<file path="src/cis_map.vh">
// Address map, field positions, reset values and timing counts of the core interrupt sequencer
`ifndef CIS_MAP_VH
`define CIS_MAP_VH

// Register byte offsets
`define CIS_OFF_MODE     8'h00
`define CIS_OFF_LATCH    8'h04
`define CIS_OFF_MASK     8'h08
`define CIS_OFF_EXTLM    8'h0c
`define CIS_OFF_NPTR_LO  8'h10
`define CIS_OFF_NPTR_HI  8'h14
`define CIS_OFF_EXTCTL   8'h18
`define CIS_OFF_STATUS   8'h1c

// Mode control fields
`define CIS_MODE_GIE     0
`define CIS_MODE_NEST    1
`define CIS_MODE_RST     32'h00000000

// Extended latch/mask layout
`define CIS_EXT_LATCH_LSB 0
`define CIS_EXT_MASK_LSB  16
`define CIS_EXT_W         10

// Interrupt indices, 0 highest priority
`define CIS_NUM_IRQ      42
`define CIS_IDX_RESET    6'h00
`define CIS_IDX_EMU      6'h01
`define CIS_IDX_TMR_HI   6'h03
`define CIS_IDX_IRQ2     6'h04
`define CIS_IDX_IRQ1     6'h05
`define CIS_IDX_IRQ0     6'h06
`define CIS_IDX_BOOT     6'h14
`define CIS_IDX_TMR_LO   6'h1f

// Program addresses and vector table
`define CIS_PC_W         24
`define CIS_VEC_BASE     24'h000000
`define CIS_VEC_SHIFT    2

// Stacks
`define CIS_STK_DEPTH    8
`define CIS_STK_PW       4

// Timing
`define CIS_CLK_MHZ      25
`define CIS_BRANCH_INSTR 4
`define CIS_BRANCH_CYC   (`CIS_BRANCH_INSTR)
`define CIS_BOOT_SETTLE  2'h3

// Sequencer states
`define CIS_S_IDLE       2'h0
`define CIS_S_STALL      2'h1
`define CIS_S_BRANCH     2'h2

`endif

</file>
<file path="src/cis_core_irq_seq.v">
// Core interrupt sequencer: latching, priority, masking, vectoring and stack handling
//
// The implementer's own choices: the AXI4-Lite register port and the register addresses.
`timescale 1ns/1ns
`include "cis_map.vh"

module cis_core_irq_seq (
  // Clock and reset
  input wire mclk,
  input wire sys_rst,
  // AXI4-Lite write address and data
  input wire [7:0] s_axi_awaddr,
  input wire s_axi_awvalid,
  output reg s_axi_awready,
  input wire [31:0] s_axi_wdata,
  input wire [3:0] s_axi_wstrb,
  input wire s_axi_wvalid,
  output reg s_axi_wready,
  // AXI4-Lite write response
  output reg [1:0] s_axi_bresp,
  output reg s_axi_bvalid,
  input wire s_axi_bready,
  // AXI4-Lite read
  input wire [7:0] s_axi_araddr,
  input wire s_axi_arvalid,
  output reg s_axi_arready,
  output reg [31:0] s_axi_rdata,
  output reg [1:0] s_axi_rresp,
  output reg s_axi_rvalid,
  input wire s_axi_rready,
  // Interrupt sources
  input wire [2:0] extIrqN,
  input wire [`CIS_NUM_IRQ-1:0] intReq,
  input wire emuReq,
  input wire [1:0] bootCfgPins,
  // Pipeline status
  input wire coreRunning,
  input wire coreIdle,
  input wire [`CIS_PC_W-1:0] curPc,
  input wire [`CIS_PC_W-1:0] nextPc,
  input wire inDelayedBranch,
  input wire [`CIS_PC_W-1:0] branchTarget,
  input wire pmConflict,
  input wire vecFetchReady,
  input wire handlerInstrDone,
  input wire rtiExec,
  input wire [31:0] arithStatus,
  // Pipeline control
  output reg vecValid,
  output reg [`CIS_PC_W-1:0] vecAddr,
  output reg [`CIS_PC_W-1:0] pushedPc,
  output reg squashPipe,
  output reg retValid,
  output reg [`CIS_PC_W-1:0] retAddr,
  output reg arithRestore,
  output reg [31:0] arithRestored
);

  // ----------------------------------------------------------------
  // State
  // ----------------------------------------------------------------
  reg [31:0] mode_r;
  reg [`CIS_NUM_IRQ-1:0] latch_r;
  reg [`CIS_NUM_IRQ-1:0] mask_r;
  reg [`CIS_NUM_IRQ-1:0] nestPtr_r;
  reg [2:0] edgeSel_r;
  reg [2:0] sync1_r;
  reg [2:0] sync2_r;
  reg [2:0] sync3_r;
  reg [2:0] pinLvl_r;
  reg [2:0] prevAct_r;
  reg [1:0] bootCnt_r;
  reg [1:0] state_r;
  reg [2:0] branchCnt_r;
  reg [5:0] stallIdx_r;
  reg waitFirst_r;
  reg dbHold_r;
  reg [`CIS_PC_W-1:0] dbTarget_r;
  reg [`CIS_STK_PW-1:0] pcPtr_r;
  reg [`CIS_STK_PW-1:0] stPtr_r;
  reg [`CIS_PC_W-1:0] pcStack [0:`CIS_STK_DEPTH-1];
  reg statFlag [0:`CIS_STK_DEPTH-1];
  reg [31:0] arithStack [0:`CIS_STK_DEPTH-1];
  reg [31:0] modeStack [0:`CIS_STK_DEPTH-1];
  reg [7:0] awAddr_r;
  reg [31:0] wData_r;
  reg [3:0] wStrb_r;

  // ----------------------------------------------------------------
  // External request conditioning
  // ----------------------------------------------------------------
  wire [2:0] extAct = ~pinLvl_r;
  wire [2:0] extEdge = extAct & ~prevAct_r;
  wire [2:0] extReq = (edgeSel_r & extEdge) | (~edgeSel_r & extAct);

  always @(posedge mclk) begin
    if (sys_rst) begin
      sync1_r <= 3'h7;
      sync2_r <= 3'h7;
      sync3_r <= 3'h7;
      pinLvl_r <= 3'h7;
      prevAct_r <= 3'h0;
    end else begin
      sync1_r <= extIrqN;
      sync2_r <= sync1_r;
      sync3_r <= sync2_r;
      // A bit changes only when the last two stages agree
      pinLvl_r <= (sync2_r & sync3_r) | (pinLvl_r & (sync2_r | sync3_r));
      prevAct_r <= extAct;
    end
  end

  // ----------------------------------------------------------------
  // Priority resolution
  // ----------------------------------------------------------------
  wire globalEn = mode_r[`CIS_MODE_GIE];
  wire nestEn = mode_r[`CIS_MODE_NEST];
  wire nestAny = |nestPtr_r;
  reg [5:0] topIdx;
  reg [`CIS_NUM_IRQ-1:0] eligible;
  reg winValid;
  reg [5:0] winIdx;
  reg [`CIS_NUM_IRQ-1:0] hwSet;
  integer i;

  always @* begin
    topIdx = 6'h00;
    for (i = `CIS_NUM_IRQ - 1; i >= 0; i = i - 1) begin
      if (nestPtr_r[i]) begin
        topIdx = i[5:0];
      end
    end
  end

  always @* begin
    eligible = {`CIS_NUM_IRQ{1'b0}};
    for (i = 0; i < `CIS_NUM_IRQ; i = i + 1) begin
      if (i[5:0] == `CIS_IDX_RESET || i[5:0] == `CIS_IDX_EMU) begin
        eligible[i] = latch_r[i];
      end else begin
        // Masked bits stay latched and compete again once unmasked
        eligible[i] = latch_r[i] & mask_r[i] & globalEn &
                      ~(nestAny & (~nestEn | (i[5:0] >= topIdx)));
      end
    end
  end

  always @* begin
    winValid = 1'b0;
    winIdx = 6'h00;
    for (i = `CIS_NUM_IRQ - 1; i >= 0; i = i - 1) begin
      if (eligible[i]) begin
        winValid = 1'b1;
        winIdx = i[5:0];
      end
    end
  end

  always @* begin
    hwSet = intReq;
    hwSet[`CIS_IDX_EMU] = intReq[`CIS_IDX_EMU] | emuReq;
    hwSet[`CIS_IDX_IRQ2] = intReq[`CIS_IDX_IRQ2] | extReq[2];
    hwSet[`CIS_IDX_IRQ1] = intReq[`CIS_IDX_IRQ1] | extReq[1];
    hwSet[`CIS_IDX_IRQ0] = intReq[`CIS_IDX_IRQ0] | extReq[0];
  end

  // ----------------------------------------------------------------
  // Entry and return decisions
  // ----------------------------------------------------------------
  wire coreAvail = coreRunning | coreIdle;
  wire idleOk = (state_r == `CIS_S_IDLE) & winValid & coreAvail & ~waitFirst_r & ~rtiExec;
  wire entryNow = idleOk & ~inDelayedBranch & ~pmConflict;
  wire entryStall = (state_r == `CIS_S_STALL);
  wire doEntry = entryNow | entryStall;
  wire [5:0] entryIdx = entryStall ? stallIdx_r : winIdx;
  wire [`CIS_PC_W-1:0] entryPc = entryStall ? nextPc : (dbHold_r ? dbTarget_r : curPc);
  wire entryIsReset = (entryIdx == `CIS_IDX_RESET);
  wire entryStat = (entryIdx == `CIS_IDX_IRQ2) | (entryIdx == `CIS_IDX_IRQ1) |
                   (entryIdx == `CIS_IDX_IRQ0) | (entryIdx == `CIS_IDX_TMR_HI) |
                   (entryIdx == `CIS_IDX_TMR_LO);
  wire doPush = doEntry & ~entryIsReset & (pcPtr_r != `CIS_STK_DEPTH);
  wire doStatPush = doPush & entryStat & (stPtr_r != `CIS_STK_DEPTH);
  wire doRet = rtiExec & (state_r == `CIS_S_IDLE) & (pcPtr_r != {`CIS_STK_PW{1'b0}});
  wire [`CIS_STK_PW-1:0] pcTop = pcPtr_r - 1'b1;
  wire [`CIS_STK_PW-1:0] stTop = stPtr_r - 1'b1;
  wire popStat = doRet & statFlag[pcTop[2:0]] & (stPtr_r != {`CIS_STK_PW{1'b0}});
  wire [7:0] vecOff = {entryIdx, 2'b00};

  // ----------------------------------------------------------------
  // Sequencer
  // ----------------------------------------------------------------
  always @(posedge mclk) begin
    if (sys_rst) begin
      state_r <= `CIS_S_IDLE;
      branchCnt_r <= 3'h0;
      stallIdx_r <= 6'h00;
      waitFirst_r <= 1'b0;
      dbHold_r <= 1'b0;
      dbTarget_r <= {`CIS_PC_W{1'b0}};
      pcPtr_r <= {`CIS_STK_PW{1'b0}};
      stPtr_r <= {`CIS_STK_PW{1'b0}};
      vecValid <= 1'b0;
      vecAddr <= {`CIS_PC_W{1'b0}};
      pushedPc <= {`CIS_PC_W{1'b0}};
      squashPipe <= 1'b0;
      retValid <= 1'b0;
      retAddr <= {`CIS_PC_W{1'b0}};
      arithRestore <= 1'b0;
      arithRestored <= 32'h00000000;
    end else begin
      vecValid <= 1'b0;
      retValid <= 1'b0;
      arithRestore <= 1'b0;
      // Remember the branch target while a delayed branch shields a request
      if (doEntry) begin
        dbHold_r <= 1'b0;
      end else if (inDelayedBranch & winValid) begin
        dbHold_r <= 1'b1;
        dbTarget_r <= branchTarget;
      end else if (~winValid) begin
        dbHold_r <= 1'b0;
      end
      if (handlerInstrDone) begin
        waitFirst_r <= 1'b0;
      end
      case (state_r)
        `CIS_S_IDLE: begin
          if (idleOk & ~inDelayedBranch & pmConflict) begin
            state_r <= `CIS_S_STALL;
            stallIdx_r <= winIdx;
          end
        end
        `CIS_S_STALL: begin
          state_r <= `CIS_S_IDLE;
        end
        `CIS_S_BRANCH: begin
          if (vecFetchReady) begin
            branchCnt_r <= branchCnt_r + 3'h1;
            if (branchCnt_r == `CIS_BRANCH_CYC - 1) begin
              state_r <= `CIS_S_IDLE;
              squashPipe <= 1'b0;
              branchCnt_r <= 3'h0;
            end
          end
        end
        default: begin
          state_r <= `CIS_S_IDLE;
        end
      endcase
      if (doEntry) begin
        state_r <= `CIS_S_BRANCH;
        branchCnt_r <= 3'h0;
        squashPipe <= 1'b1;
        vecValid <= 1'b1;
        vecAddr <= `CIS_VEC_BASE + {{(`CIS_PC_W - 8){1'b0}}, vecOff};
        pushedPc <= entryPc;
        waitFirst_r <= nestEn & ~entryIsReset;
      end
      if (doPush) begin
        pcStack[pcPtr_r[2:0]] <= entryPc;
        statFlag[pcPtr_r[2:0]] <= doStatPush;
        pcPtr_r <= pcPtr_r + 1'b1;
      end
      if (doStatPush) begin
        arithStack[stPtr_r[2:0]] <= arithStatus;
        modeStack[stPtr_r[2:0]] <= mode_r;
        stPtr_r <= stPtr_r + 1'b1;
      end
      if (doRet) begin
        retValid <= 1'b1;
        retAddr <= pcStack[pcTop[2:0]];
        pcPtr_r <= pcTop;
      end
      if (popStat) begin
        arithRestore <= 1'b1;
        arithRestored <= arithStack[stTop[2:0]];
        stPtr_r <= stTop;
      end
    end
  end

  // ----------------------------------------------------------------
  // Register bus
  // ----------------------------------------------------------------
  wire wrFire = ~s_axi_awready & ~s_axi_wready & ~s_axi_bvalid;
  wire wrHit = (awAddr_r[7:5] == 3'h0) & (awAddr_r[1:0] == 2'h0);
  wire [31:0] strbMask = {{8{wStrb_r[3]}}, {8{wStrb_r[2]}}, {8{wStrb_r[1]}}, {8{wStrb_r[0]}}};
  wire wrMode = wrFire & (awAddr_r == `CIS_OFF_MODE);
  wire wrLatch = wrFire & (awAddr_r == `CIS_OFF_LATCH);
  wire wrMask = wrFire & (awAddr_r == `CIS_OFF_MASK);
  wire wrExt = wrFire & (awAddr_r == `CIS_OFF_EXTLM);
  wire wrExtCtl = wrFire & (awAddr_r == `CIS_OFF_EXTCTL);
  wire [31:0] extLm = {6'h00, mask_r[41:32], 6'h00, latch_r[41:32]};
  wire [31:0] extLmNew = (extLm & ~strbMask) | (wData_r & strbMask);
  wire [31:0] latchNew = (latch_r[31:0] & ~strbMask) | (wData_r & strbMask);
  wire [31:0] maskNew = (mask_r[31:0] & ~strbMask) | (wData_r & strbMask);
  wire [31:0] modeNew = (mode_r & ~strbMask) | (wData_r & strbMask);
  reg [31:0] rdMux;
  reg rdOk;
  reg [`CIS_NUM_IRQ-1:0] latch_nxt;
  reg [`CIS_NUM_IRQ-1:0] entryBit;

  always @* begin
    rdOk = 1'b1;
    case (s_axi_araddr)
      `CIS_OFF_MODE: rdMux = mode_r;
      `CIS_OFF_LATCH: rdMux = latch_r[31:0];
      `CIS_OFF_MASK: rdMux = mask_r[31:0];
      `CIS_OFF_EXTLM: rdMux = extLm;
      `CIS_OFF_NPTR_LO: rdMux = nestPtr_r[31:0];
      `CIS_OFF_NPTR_HI: rdMux = {22'h000000, nestPtr_r[41:32]};
      `CIS_OFF_EXTCTL: rdMux = {29'h00000000, edgeSel_r};
      `CIS_OFF_STATUS: rdMux = {14'h0000, winIdx, winValid, waitFirst_r, state_r, stPtr_r, pcPtr_r};
      default: begin
        rdMux = 32'h00000000;
        rdOk = 1'b0;
      end
    endcase
  end

  always @* begin
    entryBit = {`CIS_NUM_IRQ{1'b0}};
    entryBit[entryIdx] = doEntry;
    latch_nxt = latch_r;
    if (wrLatch) begin
      // Reset and emulator bits cannot be touched by software
      latch_nxt[31:2] = latchNew[31:2];
    end
    if (wrExt) begin
      latch_nxt[41:32] = extLmNew[`CIS_EXT_LATCH_LSB +: `CIS_EXT_W];
    end
    latch_nxt = latch_nxt | hwSet;
    // Serviced bits are cleared even against a new set: the handler owns them
    latch_nxt = latch_nxt & ~entryBit & ~nestPtr_r;
  end

  always @(posedge mclk) begin
    if (sys_rst) begin
      s_axi_awready <= 1'b1;
      s_axi_wready <= 1'b1;
      s_axi_bvalid <= 1'b0;
      s_axi_bresp <= 2'h0;
      s_axi_arready <= 1'b1;
      s_axi_rvalid <= 1'b0;
      s_axi_rresp <= 2'h0;
      s_axi_rdata <= 32'h00000000;
      awAddr_r <= 8'h00;
      wData_r <= 32'h00000000;
      wStrb_r <= 4'h0;
      mode_r <= `CIS_MODE_RST;
      latch_r <= {{(`CIS_NUM_IRQ - 1){1'b0}}, 1'b1};
      mask_r <= {`CIS_NUM_IRQ{1'b0}};
      nestPtr_r <= {`CIS_NUM_IRQ{1'b0}};
      edgeSel_r <= 3'h0;
      bootCnt_r <= 2'h0;
    end else begin
      if (s_axi_awvalid & s_axi_awready) begin
        awAddr_r <= s_axi_awaddr;
        s_axi_awready <= 1'b0;
      end
      if (s_axi_wvalid & s_axi_wready) begin
        wData_r <= s_axi_wdata;
        wStrb_r <= s_axi_wstrb;
        s_axi_wready <= 1'b0;
      end
      if (wrFire) begin
        s_axi_bvalid <= 1'b1;
        s_axi_bresp <= wrHit ? 2'h0 : 2'h2;
      end
      if (s_axi_bvalid & s_axi_bready) begin
        s_axi_bvalid <= 1'b0;
        s_axi_awready <= 1'b1;
        s_axi_wready <= 1'b1;
      end
      if (s_axi_arvalid & s_axi_arready) begin
        s_axi_arready <= 1'b0;
        s_axi_rvalid <= 1'b1;
        s_axi_rdata <= rdMux;
        s_axi_rresp <= rdOk ? 2'h0 : 2'h2;
      end
      if (s_axi_rvalid & s_axi_rready) begin
        s_axi_rvalid <= 1'b0;
        s_axi_arready <= 1'b1;
      end
      latch_r <= latch_nxt;
      if (wrMode) begin
        mode_r <= modeNew;
      end
      if (popStat) begin
        mode_r <= modeStack[stTop[2:0]];
      end
      if (wrMask) begin
        mask_r[31:0] <= maskNew;
      end
      if (wrExt) begin
        mask_r[41:32] <= extLmNew[`CIS_EXT_MASK_LSB +: `CIS_EXT_W];
      end
      if (wrExtCtl) begin
        edgeSel_r <= wData_r[2:0] & strbMask[2:0];
      end
      // Boot straps pass the pin synchroniser depth before they are trusted
      if (bootCnt_r != `CIS_BOOT_SETTLE) begin
        bootCnt_r <= bootCnt_r + 2'h1;
        if (bootCnt_r == `CIS_BOOT_SETTLE - 2'h1) begin
          mask_r[`CIS_IDX_BOOT + {4'h0, bootCfgPins}] <= 1'b1;
        end
      end
      // Return clears the innermost level before a new entry may set one
      if (doRet) begin
        nestPtr_r[topIdx] <= 1'b0;
      end
      if (doEntry & ~entryIsReset) begin
        nestPtr_r[entryIdx] <= 1'b1;
      end
    end
  end

endmodule // cis_core_irq_seq

</file>
<file path="config.mk">
export PLATFORM = sky130hd
export DESIGN_NAME = cis_core_irq_seq
export DESIGN_NICKNAME = d
export VERILOG_FILES = /design/src/cis_core_irq_seq.v
export VERILOG_INCLUDE_DIRS = /design/src
export SDC_FILE = /design/constraint.sdc
export NUM_CORES = 2
export LEC_CHECK = 0
export CAP_MARGIN = 15
export CORE_ASPECT_RATIO = 1.2
export CORE_MARGIN = 5
export CORE_UTILIZATION = 60
export CTS_CLUSTER_SIZE = 28
export DETAILED_ROUTE_END_ITERATION = 16
export DONT_BUFFER_PORTS = 1
export MAX_ROUTING_LAYER = met4
export PLACE_DENSITY = 0.83
export SLEW_MARGIN = 20
export SYNTH_ARGS = -nofsm -noshare
export SYNTH_HDL_FRONTEND = slang
export SYNTH_SLANG_ARGS = --single-unit
</file>
<file path="constraint.sdc">
create_clock -name mclk -period 21.8 [get_ports mclk]
set_clock_uncertainty 0.15 [all_clocks]
set_input_delay 0 -clock mclk [delete_from_list [all_inputs] [get_ports mclk]]
set_output_delay 0 -clock mclk [all_outputs]
set_load 0.005 [all_outputs]
</file>
==> run summary <==
clk buf depth - 3
hold buffer count at cts - 334
Comb pwr share - 0.186
max_cap viols - 0
reg-to-reg endpoint - modeStack[3][31]
synthesized area - 46500 um^2
worst hold path stage count - 3
1st-pass router iterations - 8
Cells after Synth - 3475
Seq/Total Area, Yosys - 0.630
FP Rows - 111
aggregate negative setup slack - 0 ns
Power Dens Cells - 98.6 nW/um^2
Slew @ Worst Pin - 1.15 ns
clock latency on the worst-skew pair - 0.72 ns
Setup Viol. Count Final - 0
WL final - 164 mm
Routed Antenna Nets - 0
share of the synthesized area in the top cell type - 0.460
Die Y-Extent - 315 um
Ports - 367
Arr. time, crit path - 7.06 ns
pin count of the biggest net entering global routing - 409
RSZ-0062 raised after global routing - false
NetSw - 1.54 mW
worst reg2reg setup slack - 14.87 ns
Worst setup EP type - register
Core ar. - 76700 um^2
leading area contributor after synthesis - edfxtp_1
CTS tree - yes
Pleak - 18.1 nW
Fin Hold WS - 0.0262 ns
Fmax achieved - 0.144 GHz
vias in the first global route - 34600
DR iter-0 viols - 5104
syn_area_per_cell - 13.4 um^2
vias per cell - 7.10
layout cells sized above 1 - 0.154
status - finished, final reports clean
Crit Path Max Fanout - 64
sequential fraction of design power - 0.453
minimum clock period - 6.93 ns
post_cts resized - 0
largest cells by area after synthesis - edfxtp_1 (46%), dfxtp_1 (17%), mux4_2 (8.7%), nand2_1 (3.0%), a21oi_1 (2.8%)
R2R Path Start - nestPtr_r[4]
Net count, final - 3997
area delta synth->final - 17.7%
Root Buffer - clkbuf_16
post-DR wirelength/cell - 33.4 um
Most used DFF post-synth - edfxtp_1
fin crit share - 0.318
fill cell total of the finished layout - 4582
Hold Startpoint - intReq[27]
first-pass GRT wire length - 235 mm
Pwr Total - 5.40 mW
Post-CTS Repair Setup Buffers - 0
# DRC - 0
dpl cell area - 47500 um^2
CTS clk-pin slew, worst paths - 0.07 ns
TritonCTS Sinks - 1108
Yosys reg bits - 1108
commonest cells after routing, fill and taps aside - edfxtp_1 (712), dfxtp_1 (394), nand2_1 (373)
initial core utilization - 0.606
worst vdd ir - 70.4 uV
DP HPWL - 96.8 mm
switching share of power - 0.286
type of the most critical hold path - input port to register
commonest non-fill, non-tap cell in the layout - edfxtp_1
GPL Wtd Cong - 1.05
Port Buf Inserts - 0
synth unique cells - 114
Slew Viols, Final - 0
nature of the critical path startpoint - register
Synth async-reset ratio - 0
Ys Warns - 0
initial antenna violation count - 12
Final Hold Vio Count - 0
number of buffers created by CTS - 102
Overflow after GRT - 0
Post-synth EDFFs - 712
Tot GR Track Use - 0.392
Finished Core Util - 0.714
design area - 54700 um^2
vias - 34800
critical path class - register to register
die area - 83200 um^2
clock share of power - 0.361
Max-slew headroom - 0.223
CTS H-Tree Depth - 3
Internal - 3.86 mW
reg2reg path depth - 14
Die X - 264 um
WP data required - 21.93 ns
hold endpoint - latch_r[27]
through the flow:
stage	std cells	worst slack (ns)
6_report	4896	14.87
5_1_grt	4890	14.60
4_1_cts	4872	15.03
3_5_place_dp	4345	15.18
3_3_place_gp	4344	15.26
2_1_floorplan	3494	12.89
critical path, cell delays in order, from the launching register on:
cell and delay, ns:
dfxtp_1 0.44, nor4_1 0.95, o31ai_1 0.39, nand3_2 0.42
and2_1 0.39, o21ai_1 0.48, a21oi_1 0.29, nor2b_1 0.07
nor4_1 0.27, o211ai_1 0.31, a21o_1 0.45, a211oi_4 0.37
o21ai_4 0.24, nor4_4 0.32, buf_4 0.85
registers in the layout, indices dropped and copies added, names as in the netlist, 4 cells and up, named ones only:
signal,cells
vecAddr,6
wStrb_r,4
arithStack,256
pcStack,192
s_axi_rdata,32
latch_r,42
pushedPc,24
modeStack,256
retAddr,24
awAddr_r,8
dbTarget_r,24
pcPtr_r,4
stallIdx_r,6
wData_r,32
nestPtr_r,42
stPtr_r,4
statFlag,8
mask_r,4
arithRestored,32
cell usage after synthesis, types with 8 or more instances:
cell,instances
a2111oi_0,35
a2111oi_2,8
a211oi_1,137
a21oi_1,261
a221oi_1,13
a22o_1,12
a22oi_1,53
a311oi_1,9
a31oi_1,20
and2_1,14
and3_1,62
buf_1,33
buf_2,16
buf_4,23
clkbuf_1,161
dfxtp_1,396
edfxtp_1,712
inv_1,18
mux2_2,45
mux2i_1,126
mux4_2,180
nand2_1,373
nand2b_1,22
nand3_1,85
nand4_1,13
nor2_1,221
nor2b_1,11
nor3_1,39
nor3_2,11
nor4_1,15
o211ai_1,12
o21ai_0,100
o21bai_1,16
or2_2,15
or3_1,9
power groups by stage:
stage	Sequential, mW	Combinational (mW)	Clock, mW
global placement	2.47	0.843	0
floorplan	2.41	0.665	0
detailed placement	2.48	0.866	0
global route	2.45	1.05	2.05
finish	2.44	1.00	1.95
CTS	2.43	0.964	1.93
kinds of logic (layout without fill, tap and decap cells):
logic type / Yosys count / after routing / synth area share
buffers and inverters: 255 / 622 / 0.0234
xor gates and xnor gates: 3 / 3 / 0.000565
muxes: 353 / 353 / 0.126
AOI/OAI and AO/OA: 788 / 788 / 0.117
and+or+nand+nor: 960 / 960 / 0.100
other: 1 / 38 / 0.0000807
DFF: 1108 / 1108 / 0.630
adders and majority gates: 7 / 7 / 0.00188
cell type report:
class | count | area [um^2] | area share
inverters | 19 | 73.8 | 0.00135
clock inverters | 61 | 843 | 0.0154
well taps | 1017 | 1270 | 0.0233
repair buffers | 410 | 4010 | 0.0733
clock buffers | 132 | 2850 | 0.0520
flip-flops and latches | 1108 | 29300 | 0.536
multi-input cells | 2131 | 16300 | 0.298
diodes | 18 | 45.0 | 0.000823
per-layer routing:
metal	track usage	vias to the layer above	share of wire	wire length [um]
met2	0.612	2885	0.47	77200
met5	-	-	0	0
met3	0.100	754	0.12	18800
li1	-	14100	-	-
met4	0.206	0	0.071	11500
met1	0.476	17100	0.34	56100
how the worst max path moves through the flow:
stage	start	endpoint
4_1_cts	nestPtr_r[4]	modeStack[3][21]
3_5_place_dp	nestPtr_r[4]	modeStack[4][26]
3_3_place_gp	nestPtr_r[1]	modeStack[4][30]
5_1_grt	nestPtr_r[4]	modeStack[3][21]
6_report	nestPtr_r[4]	modeStack[3][31]
2_1_floorplan	nestPtr_r[4]	arithStack[6][0]
Power figures use the tool's default switching activity.
